[src/ifeb_defs.vh]
`ifndef IFEB_DEFS_VH
`define IFEB_DEFS_VH

// ****************************************************************
// Register byte offsets
// ****************************************************************
`define IFEB_OFS_FLAGS_4        12'h000
`define IFEB_OFS_ENABLE_0       12'h004
`define IFEB_OFS_ENABLE_1       12'h008
`define IFEB_OFS_ENABLE_2       12'h00c
`define IFEB_OFS_ENABLE_3       12'h010
`define IFEB_OFS_ENABLE_4       12'h014

// ****************************************************************
// Field positions, flag register 4
// ****************************************************************
`define IFEB_F4_CHARGE_TIME     13
`define IFEB_F4_SERIAL_ERROR    1
`define IFEB_F4_PWM_FAULT_B     0

// ****************************************************************
// Field positions, enable register 0
// ****************************************************************
`define IFEB_E0_CONVERTER_DONE  13
`define IFEB_E0_SERIAL_TX       12
`define IFEB_E0_SERIAL_RX       11
`define IFEB_E0_SPI_EVENT       10
`define IFEB_E0_SPI_ERROR       9
`define IFEB_E0_TIMER_THREE     8
`define IFEB_E0_TIMER_TWO       7
`define IFEB_E0_COMPARE_TWO     6
`define IFEB_E0_CAPTURE_TWO     5
`define IFEB_E0_TIMER_ONE       3
`define IFEB_E0_COMPARE_ONE     2
`define IFEB_E0_CAPTURE_ONE     1
`define IFEB_E0_EXT_INPUT_ZERO  0

// ****************************************************************
// Field positions, enable registers 1 to 4
// ****************************************************************
`define IFEB_E1_EXT_INPUT_TWO   13
`define IFEB_E1_TIMER_FIVE      12
`define IFEB_E1_TIMER_FOUR      11
`define IFEB_E1_EXT_INPUT_ONE   4
`define IFEB_E1_CHANGE_NOTIFY   3
`define IFEB_E1_COMPARATOR      2
`define IFEB_E1_I2C_MASTER      1
`define IFEB_E1_I2C_SLAVE       0
`define IFEB_E2_CAPTURE_THREE   5
`define IFEB_E3_PWM_FAULT_A     15
`define IFEB_E3_REAL_TIME_CLOCK 14
`define IFEB_E3_PWM_PERIOD      9
`define IFEB_E4_CHARGE_TIME     13
`define IFEB_E4_SERIAL_ERROR    1
`define IFEB_E4_PWM_FAULT_B     0

// ****************************************************************
// Implemented bit masks and reset value
// ****************************************************************
`define IFEB_MASK_F4_BASE       16'h2002
`define IFEB_MASK_F4_MC         16'h0001
`define IFEB_MASK_E0            16'h3fef
`define IFEB_MASK_E1_BASE       16'h201f
`define IFEB_MASK_E1_LARGE      16'h1800
`define IFEB_MASK_E2            16'h0020
`define IFEB_MASK_E3_BASE       16'h4000
`define IFEB_MASK_E3_MC         16'h8200
`define IFEB_MASK_E4_BASE       16'h2002
`define IFEB_MASK_E4_MC         16'h0001
`define IFEB_RESET_VALUE        16'h0000

`endif

[src/ifeb_rst_sync.v]
`timescale 1ns/1ps
`default_nettype none
module ifeb_rst_sync
(
	input  wire clk_i,
	input  wire arst_n_i,
	output wire rst_n_o
);

	reg meta_r;
	reg sync_r;

	// ****************************************************************
	// Asynchronous assert, two-stage release
	// ****************************************************************
	always @(posedge clk_i or negedge arst_n_i)
	begin
		if (!arst_n_i)
		begin
			meta_r <= 1'b0;
			sync_r <= 1'b0;
		end
		else
		begin
			meta_r <= 1'b1;
			sync_r <= meta_r;
		end
	end

	assign rst_n_o = sync_r;

endmodule
`default_nettype wire

[src/ifeb_bit_reg.v]
`timescale 1ns/1ps
`default_nettype none
`include "ifeb_defs.vh"
module ifeb_bit_reg
#(
	parameter        WIDTH = 16,
	parameter [15:0] MASK  = 16'hffff
)
(
	input  wire             clk_i,
	input  wire             rst_n_i,
	input  wire             wr_i,
	input  wire [WIDTH-1:0] wdata_i,
	input  wire [WIDTH-1:0] lane_i,
	input  wire [WIDTH-1:0] set_i,
	output wire [WIDTH-1:0] q_o
);

	reg  [WIDTH-1:0] bits_r;
	wire [WIDTH-1:0] bits_nxt;
	wire [WIDTH-1:0] mask_w;

	assign mask_w = MASK[WIDTH-1:0];

	// ****************************************************************
	// Write per lane, hardware set beats a clear
	// ****************************************************************
	assign bits_nxt = ((wr_i ? ((wdata_i & lane_i) | (bits_r & ~lane_i)) : bits_r)
		| set_i) & mask_w;

	always @(posedge clk_i or negedge rst_n_i)
	begin
		if (!rst_n_i)
			bits_r <= `IFEB_RESET_VALUE;
		else
			bits_r <= bits_nxt;
	end

	assign q_o = bits_r;

endmodule
`default_nettype wire

[src/ifeb_top.v]
`timescale 1ns/1ps
`default_nettype none
`include "ifeb_defs.vh"
module ifeb_top
#(
	parameter MOTOR_CONTROL = 1,
	parameter LARGE_MEMORY  = 1
)
(
	input  wire        CLOCK_I,
	input  wire        ARST_N_I,
	input  wire        PSEL_I,
	input  wire        PENABLE_I,
	input  wire        PWRITE_I,
	input  wire [11:0] PADDR_I,
	input  wire [31:0] PWDATA_I,
	input  wire [3:0]  PSTRB_I,
	output wire [31:0] PRDATA_O,
	output wire        PREADY_O,
	output wire        PSLVERR_O,
	input  wire        CHARGE_TIME_EVT_I,
	input  wire        SERIAL_ERROR_EVT_I,
	input  wire        PWM_FAULT_B_EVT_I,
	output wire [15:0] FLAGS_4_O,
	output wire [15:0] ENABLE_0_O,
	output wire [15:0] ENABLE_1_O,
	output wire [15:0] ENABLE_2_O,
	output wire [15:0] ENABLE_3_O,
	output wire [15:0] ENABLE_4_O,
	output wire        CHARGE_TIME_REQ_O,
	output wire        SERIAL_ERROR_REQ_O,
	output wire        PWM_FAULT_B_REQ_O
);

	// ****************************************************************
	// Variant masks
	// ****************************************************************
	localparam [15:0] MASK_F4 = `IFEB_MASK_F4_BASE
		| (MOTOR_CONTROL ? `IFEB_MASK_F4_MC : 16'h0000);
	localparam [15:0] MASK_E0 = `IFEB_MASK_E0;
	localparam [15:0] MASK_E1 = `IFEB_MASK_E1_BASE
		| (LARGE_MEMORY ? `IFEB_MASK_E1_LARGE : 16'h0000);
	localparam [15:0] MASK_E2 = `IFEB_MASK_E2;
	localparam [15:0] MASK_E3 = `IFEB_MASK_E3_BASE
		| (MOTOR_CONTROL ? `IFEB_MASK_E3_MC : 16'h0000);
	localparam [15:0] MASK_E4 = `IFEB_MASK_E4_BASE
		| (MOTOR_CONTROL ? `IFEB_MASK_E4_MC : 16'h0000);

	wire        rst_n;
	wire [15:0] lane;
	wire        access_ok;
	wire        setup;
	wire        wr_any;
	wire        hit_f4;
	wire        hit_e0;
	wire        hit_e1;
	wire        hit_e2;
	wire        hit_e3;
	wire        hit_e4;
	wire        hit_any;
	wire [15:0] set_f4;
	wire [15:0] flags_4;
	wire [15:0] enable_0;
	wire [15:0] enable_1;
	wire [15:0] enable_2;
	wire [15:0] enable_3;
	wire [15:0] enable_4;
	reg  [15:0] rd_sel;
	reg         pready_r;
	reg  [31:0] prdata_r;
	reg         pslverr_r;
	reg  [15:0] flags_4_r;
	reg  [15:0] enable_0_r;
	reg  [15:0] enable_1_r;
	reg  [15:0] enable_2_r;
	reg  [15:0] enable_3_r;
	reg  [15:0] enable_4_r;
	reg         charge_time_req_r;
	reg         serial_error_req_r;
	reg         pwm_fault_b_req_r;

	// ****************************************************************
	// Reset release
	// ****************************************************************
	ifeb_rst_sync u_rst_sync
	(
		.clk_i    (CLOCK_I),
		.arst_n_i (ARST_N_I),
		.rst_n_o  (rst_n)
	);

	// ****************************************************************
	// APB decode
	// ****************************************************************
	assign setup     = PSEL_I & ~PENABLE_I;
	assign access_ok = PSEL_I & PENABLE_I & pready_r;
	assign hit_f4    = (PADDR_I == `IFEB_OFS_FLAGS_4);
	assign hit_e0    = (PADDR_I == `IFEB_OFS_ENABLE_0);
	assign hit_e1    = (PADDR_I == `IFEB_OFS_ENABLE_1);
	assign hit_e2    = (PADDR_I == `IFEB_OFS_ENABLE_2);
	assign hit_e3    = (PADDR_I == `IFEB_OFS_ENABLE_3);
	assign hit_e4    = (PADDR_I == `IFEB_OFS_ENABLE_4);
	assign hit_any   = hit_f4 | hit_e0 | hit_e1 | hit_e2 | hit_e3 | hit_e4;
	assign wr_any    = access_ok & PWRITE_I;
	assign lane      = {{8{PSTRB_I[1]}}, {8{PSTRB_I[0]}}};

	always @*
	begin
		rd_sel = 16'h0000;
		case (1'b1)
			hit_f4:  rd_sel = flags_4;
			hit_e0:  rd_sel = enable_0;
			hit_e1:  rd_sel = enable_1;
			hit_e2:  rd_sel = enable_2;
			hit_e3:  rd_sel = enable_3;
			hit_e4:  rd_sel = enable_4;
			default: rd_sel = 16'h0000;
		endcase
	end

	// ****************************************************************
	// APB answer, one wait-free access phase
	// ****************************************************************
	always @(posedge CLOCK_I or negedge rst_n)
	begin
		if (!rst_n)
		begin
			pready_r  <= 1'b0;
			prdata_r  <= 32'h00000000;
			pslverr_r <= 1'b0;
		end
		else
		begin
			pready_r  <= setup;
			pslverr_r <= setup & ~hit_any;
			if (setup & ~PWRITE_I)
				prdata_r <= {16'h0000, rd_sel};
			else if (access_ok)
				prdata_r <= 32'h00000000;
		end
	end

	// ****************************************************************
	// Flag register 4
	// ****************************************************************
	assign set_f4 = {2'b00, CHARGE_TIME_EVT_I, 11'h000,
		SERIAL_ERROR_EVT_I, PWM_FAULT_B_EVT_I};

	ifeb_bit_reg #(.WIDTH(16), .MASK(MASK_F4)) u_flags_4
	(
		.clk_i   (CLOCK_I),
		.rst_n_i (rst_n),
		.wr_i    (wr_any & hit_f4),
		.wdata_i (PWDATA_I[15:0]),
		.lane_i  (lane),
		.set_i   (set_f4),
		.q_o     (flags_4)
	);

	// ****************************************************************
	// Enable registers 0 to 4
	// ****************************************************************
	ifeb_bit_reg #(.WIDTH(16), .MASK(MASK_E0)) u_enable_0
	(
		.clk_i   (CLOCK_I),
		.rst_n_i (rst_n),
		.wr_i    (wr_any & hit_e0),
		.wdata_i (PWDATA_I[15:0]),
		.lane_i  (lane),
		.set_i   (16'h0000),
		.q_o     (enable_0)
	);

	ifeb_bit_reg #(.WIDTH(16), .MASK(MASK_E1)) u_enable_1
	(
		.clk_i   (CLOCK_I),
		.rst_n_i (rst_n),
		.wr_i    (wr_any & hit_e1),
		.wdata_i (PWDATA_I[15:0]),
		.lane_i  (lane),
		.set_i   (16'h0000),
		.q_o     (enable_1)
	);

	ifeb_bit_reg #(.WIDTH(16), .MASK(MASK_E2)) u_enable_2
	(
		.clk_i   (CLOCK_I),
		.rst_n_i (rst_n),
		.wr_i    (wr_any & hit_e2),
		.wdata_i (PWDATA_I[15:0]),
		.lane_i  (lane),
		.set_i   (16'h0000),
		.q_o     (enable_2)
	);

	ifeb_bit_reg #(.WIDTH(16), .MASK(MASK_E3)) u_enable_3
	(
		.clk_i   (CLOCK_I),
		.rst_n_i (rst_n),
		.wr_i    (wr_any & hit_e3),
		.wdata_i (PWDATA_I[15:0]),
		.lane_i  (lane),
		.set_i   (16'h0000),
		.q_o     (enable_3)
	);

	ifeb_bit_reg #(.WIDTH(16), .MASK(MASK_E4)) u_enable_4
	(
		.clk_i   (CLOCK_I),
		.rst_n_i (rst_n),
		.wr_i    (wr_any & hit_e4),
		.wdata_i (PWDATA_I[15:0]),
		.lane_i  (lane),
		.set_i   (16'h0000),
		.q_o     (enable_4)
	);

	// ****************************************************************
	// Output stage and gated requests
	// ****************************************************************
	always @(posedge CLOCK_I or negedge rst_n)
	begin
		if (!rst_n)
		begin
			flags_4_r          <= `IFEB_RESET_VALUE;
			enable_0_r         <= `IFEB_RESET_VALUE;
			enable_1_r         <= `IFEB_RESET_VALUE;
			enable_2_r         <= `IFEB_RESET_VALUE;
			enable_3_r         <= `IFEB_RESET_VALUE;
			enable_4_r         <= `IFEB_RESET_VALUE;
			charge_time_req_r  <= 1'b0;
			serial_error_req_r <= 1'b0;
			pwm_fault_b_req_r  <= 1'b0;
		end
		else
		begin
			flags_4_r          <= flags_4;
			enable_0_r         <= enable_0;
			enable_1_r         <= enable_1;
			enable_2_r         <= enable_2;
			enable_3_r         <= enable_3;
			enable_4_r         <= enable_4;
			charge_time_req_r  <= flags_4[`IFEB_F4_CHARGE_TIME]
				& enable_4[`IFEB_E4_CHARGE_TIME];
			serial_error_req_r <= flags_4[`IFEB_F4_SERIAL_ERROR]
				& enable_4[`IFEB_E4_SERIAL_ERROR];
			pwm_fault_b_req_r  <= flags_4[`IFEB_F4_PWM_FAULT_B]
				& enable_4[`IFEB_E4_PWM_FAULT_B];
		end
	end

	assign PRDATA_O           = prdata_r;
	assign PREADY_O           = pready_r;
	assign PSLVERR_O          = pslverr_r;
	assign FLAGS_4_O          = flags_4_r;
	assign ENABLE_0_O         = enable_0_r;
	assign ENABLE_1_O         = enable_1_r;
	assign ENABLE_2_O         = enable_2_r;
	assign ENABLE_3_O         = enable_3_r;
	assign ENABLE_4_O         = enable_4_r;
	assign CHARGE_TIME_REQ_O  = charge_time_req_r;
	assign SERIAL_ERROR_REQ_O = serial_error_req_r;
	assign PWM_FAULT_B_REQ_O  = pwm_fault_b_req_r;

endmodule
`default_nettype wire

[config.mk]
export PLATFORM = sky130hd
export DESIGN_NAME = ifeb_top
export DESIGN_NICKNAME = d
export VERILOG_FILES = /design/src/ifeb_rst_sync.v /design/src/ifeb_bit_reg.v /design/src/ifeb_top.v
export VERILOG_INCLUDE_DIRS = /design/src /design/src/src
export SDC_FILE = /design/constraint.sdc
export NUM_CORES = 1
export LEC_CHECK = 0
export ABC_AREA = 1
export BUFFER_PORTS_ARGS = -buffer_cell sky130_fd_sc_hd__buf_2
export CAP_MARGIN = 0
export CELL_PAD_IN_SITES_DETAIL_PLACEMENT = 1
export CELL_PAD_IN_SITES_GLOBAL_PLACEMENT = 1
export CORE_ASPECT_RATIO = 1.1
export CORE_MARGIN = 2
export CORE_UTILIZATION = 25
export DETAILED_ROUTE_END_ITERATION = 8
export PLACE_DENSITY = 0.55
export RECOVER_POWER = 25
export SLEW_MARGIN = 10
export SYNTH_ARGS = -nofsm -noshare
export SYNTH_HDL_FRONTEND = slang
export SYNTH_HIERARCHICAL = 1
export SYNTH_SLANG_ARGS = --single-unit
export TNS_END_PERCENT = 10
[constraint.sdc]
create_clock -name CLOCK_I -period 13.4 [get_ports CLOCK_I]
set_input_delay 2.68 -clock CLOCK_I [delete_from_list [all_inputs] [get_ports CLOCK_I]]
set_output_delay 2.68 -clock CLOCK_I [all_outputs]
set_load 0.05 [all_outputs]
==> metrics.md <==
| Metric | Value |
|---|---|
| Status | finished with violations |
| Failing checks | max-capacitance violations, max-slew violations |
| Antenna violations before repair | 1 |
| Seq cells post-synth | 150 |
| Slowest library cell on the worst path | nand2_2 |
| Global routing met1 resource utilization | just under 20% |
| CP required | approximately 14,000 ps |
| Number of global-route vias before repair | 5,260 |
| GR Overflow Total | 0 |
| Clock Tree Buf Depth | 2 |
| CTS Hold Buffers Added | 0 |
| Max-slew violations | 90 |
| Worst path max stage delay | ~500 ps |
| GR Util met2 | between 20% and 30% |
| DRC errors left | 0 |
| Final setup TNS | 0 ps |
| Critical Path AT | 5140 ps |
| Fin crit period | between 4000 and 5000 ps |
| Syn-to-layout area delta | 21.6% |
| Synth warn | 6 |
| Hold Fails Final Rpt | 0 |
| Grt peak-use layer | met2 |
| Top_reg_cell synth | dfrtp_1 |
| Placer Congestion | roughly 0.72 |
| Worst R2R Path Depth | 1 |
| Clk_lat worst skew | around 430 ps |
| Post-layout util | 30.7% |
| Hold path depth | 0 |
| CTS tree | built |
| Clk sinks | 150 |
| Worst Hold Class | flop to flop |
| Routing usage on met3 | roughly 3.6% |
| GRT Util Overall | between 10% and 20% |
| Via density | 3.97 |
| Post-Syn Area | ~6800 um2 |
| Actual slew at the worst max-slew pin | ~2800 ps |
| IO buf count | roughly 150 |
| Row cnt | 63 |
| Via count | roughly 5,100 |
| Total Routed Length | around 20 mm |
| Critical path depth in cells | 11 |
| Detailed-router iteration count before antenna repair | 4 |
| CP Capture Type | flop |
| DIE HEIGHT | 177 um |
| Resize count post-CTS | 0 |
| Slew HR | -83.4% |
| CTS root buffer | clkbuf_16 |
| Worst Path Max Fanout | 38 |
| Largest net degree at the start of global routing | between 60 and 70 |
| CORE AREA | 26,800 um2 |
| Die footprint | between 20,000 and 30,000 um2 |
| CP Class | input port to flop |
| Setup violators final | 0 |
| Max-capacitance violation count | 2 |
| Clock slew seen by the registers of the worst setup and hold paths | about 60 ps |
| Layout cell share with drive strength beyond 1 | 23.6% |
| Startpoint Class | input port |
| Initial Utilization | 25.3% |
| Cell variety after synth | 32 |
| Top Family by Delay on Critical Path | simple AND/OR/NAND/NOR gates |
| DP Wirelength | 14.6 mm |
| # diodes | 0 |
| Power Dens Cells | 128 nW/um2 |
| First-pass GRT wire length | around 31 mm |
| Syn Inst Count | roughly 750 |
| Layout Nets | slightly below 1,000 |
| Setup bufs post-CTS | 0 |
| Max IR drop VDD | around 49 uV |
| DRT antenna net count | 0 |
| Ports | roughly 190 |
| Avg Inst Size Synth | around 9.1 um2 |
| Die W | approximately 160 um |
| Leak Pwr | ~0.0041 uW |
| Setup Skew | 10.2 ps |
| EDFF count, synth | 0 |
| CTS Buf Count | 17 |
| H-tree lvl count | 4 |
| RSZ-0062 raised after global routing | false |
| Cells along the critical path | buf_2, nor2_1, nand2_2, nor2_4, buf_4, nand2_2, nor2_2, buf_4, nand2_1, nand2_1, nand3_1 |
| Post-synth ARST share | between 90% and 100% |
| Final Cycle Share | a little over a third |
| Register area share after synthesis | about 55% |
| WL per Instance | 15.6 um |
| Worst path bufs/invs | 3 |
| Iter 0 DRT Violations | between 200 and 250 |
| Fmax | roughly 0.21 GHz |
[final timing paths]
check / start / endpoint / slack [ps]
min: u_rst_sync/meta_r / u_rst_sync/rst_n_o / 350
min in group asynchronous: u_rst_sync/rst_n_o / ENABLE_0_O[12] / 660
max: PADDR_I[11] / u_enable_0/q_o[1] / 8570
min reg2reg: u_rst_sync/meta_r / u_rst_sync/rst_n_o / 350
max in group asynchronous: u_rst_sync/rst_n_o / ENABLE_2_O[15] / 9420
max reg2reg: u_rst_sync/rst_n_o / ENABLE_2_O[15] / 9420
[report_power, final]
group	internal [uW]	switching, uW	total [uW]
Combinational	14.6	80.9	95.5
Sequential	464	5.38	469
Clock	299	191	490
[kinds of logic (layout without fill, tap and decap cells)]
| group | after synthesis | count (layout) | synth area share, % |
|---|---|---|---|
| compound gates | 39 | 39 | 3.58 |
| flops | 150 | 150 | 55.4 |
| other cells | 8 | 110 | 0.443 |
| simple gates | 359 | 359 | 24.1 |
| buf+inv | 192 | 279 | 16.5 |
[state kept, by name, summed over array words and instances (netlist names)]
register / count
u_enable_2/q_o: 1
u_rst_sync/meta_r: 1
ENABLE_2_O: 16
u_enable_0/q_o: 13
PWM_FAULT_B_REQ_O: 1
PSLVERR_O: 1
SERIAL_ERROR_REQ_O: 1
u_flags_4/q_o: 3
PREADY_O: 1
u_enable_4/q_o: 3
PRDATA_O: 16
CHARGE_TIME_REQ_O: 1
u_enable_3/q_o: 3
FLAGS_4_O: 16
u_rst_sync/rst_n_o: 1
ENABLE_0_O: 16
ENABLE_3_O: 16
u_enable_1/q_o: 8
ENABLE_4_O: 16
ENABLE_1_O: 16
[cells in the mapped netlist, types with 2 or more instances]
library cell / instances / area, um2
a21oi_1: 4 / 20.0
buf_2: 8 / 40.0
buf_4: 86 / 646
buf_6: 6 / 67.6
clkbuf_1: 3 / 11.3
conb_1: 8 / 30.0
dfrtp_1: 150 / 3750
inv_1: 85 / 319
inv_2: 2 / 7.51
nand2_1: 190 / 713
nand2_2: 5 / 31.3
nand3_1: 122 / 611
nand3_2: 4 / 40.0
nor2_1: 11 / 41.3
nor2_2: 5 / 31.3
nor2_4: 2 / 22.5
nor3_1: 2 / 10.0
o211ai_1: 14 / 105
o21a_1: 2 / 15.0
o21ai_0: 17 / 85.1
or2_0: 4 / 25.0
or2_2: 8 / 50.1
[layout make-up]
cell class              count  area (um2)
clock buffers              20         457
clock inverters             9         128
fillers                  3205       18600
inverters                  87         327
multi-input cells         508        2290
flip-flops and latches    150        3750
well taps                 357         447
repair buffers            163         835
[cell usage in the layout, fill, tap and decap left out, drive strengths merged]
master,n
o21a,2
a31o,1
nand3,126
buf,162
a21oi,4
or2,13
a2111oi,1
inv,88
nor2,18
conb,110
bufinv,3
clkbuf,21
nor4,1
nand2,196
clkinv,5
o211ai,14
dfrtp,150
nand4,1
nor3,4
o21ai,17
[stage by stage]
| stage | total power (uW) | area [um2] | cells | hold WS (ps) | worst slack, ps |
|---|---|---|---|---|---|
| finish | 1050 | 8240 | 1294 | 351 | 8570 |
| CTS | 1070 | 8240 | 1294 | 339 | 8530 |
| floorplan | 561 | 7160 | 850 | 331 | 8910 |
| global route | 1100 | 8240 | 1294 | 357 | 8350 |
| global placement | 573 | 7660 | 1265 | 325 | 8130 |
| detailed placement | 573 | 7660 | 1265 | 335 | 8050 |
[per-layer routing]
layer,wire (um),up-vias
met3,942,12
met1,9130,2479
li1,-,2517
met5,11,-
met2,9990,122
met4,93,2
Power figures use the tool's default switching activity.
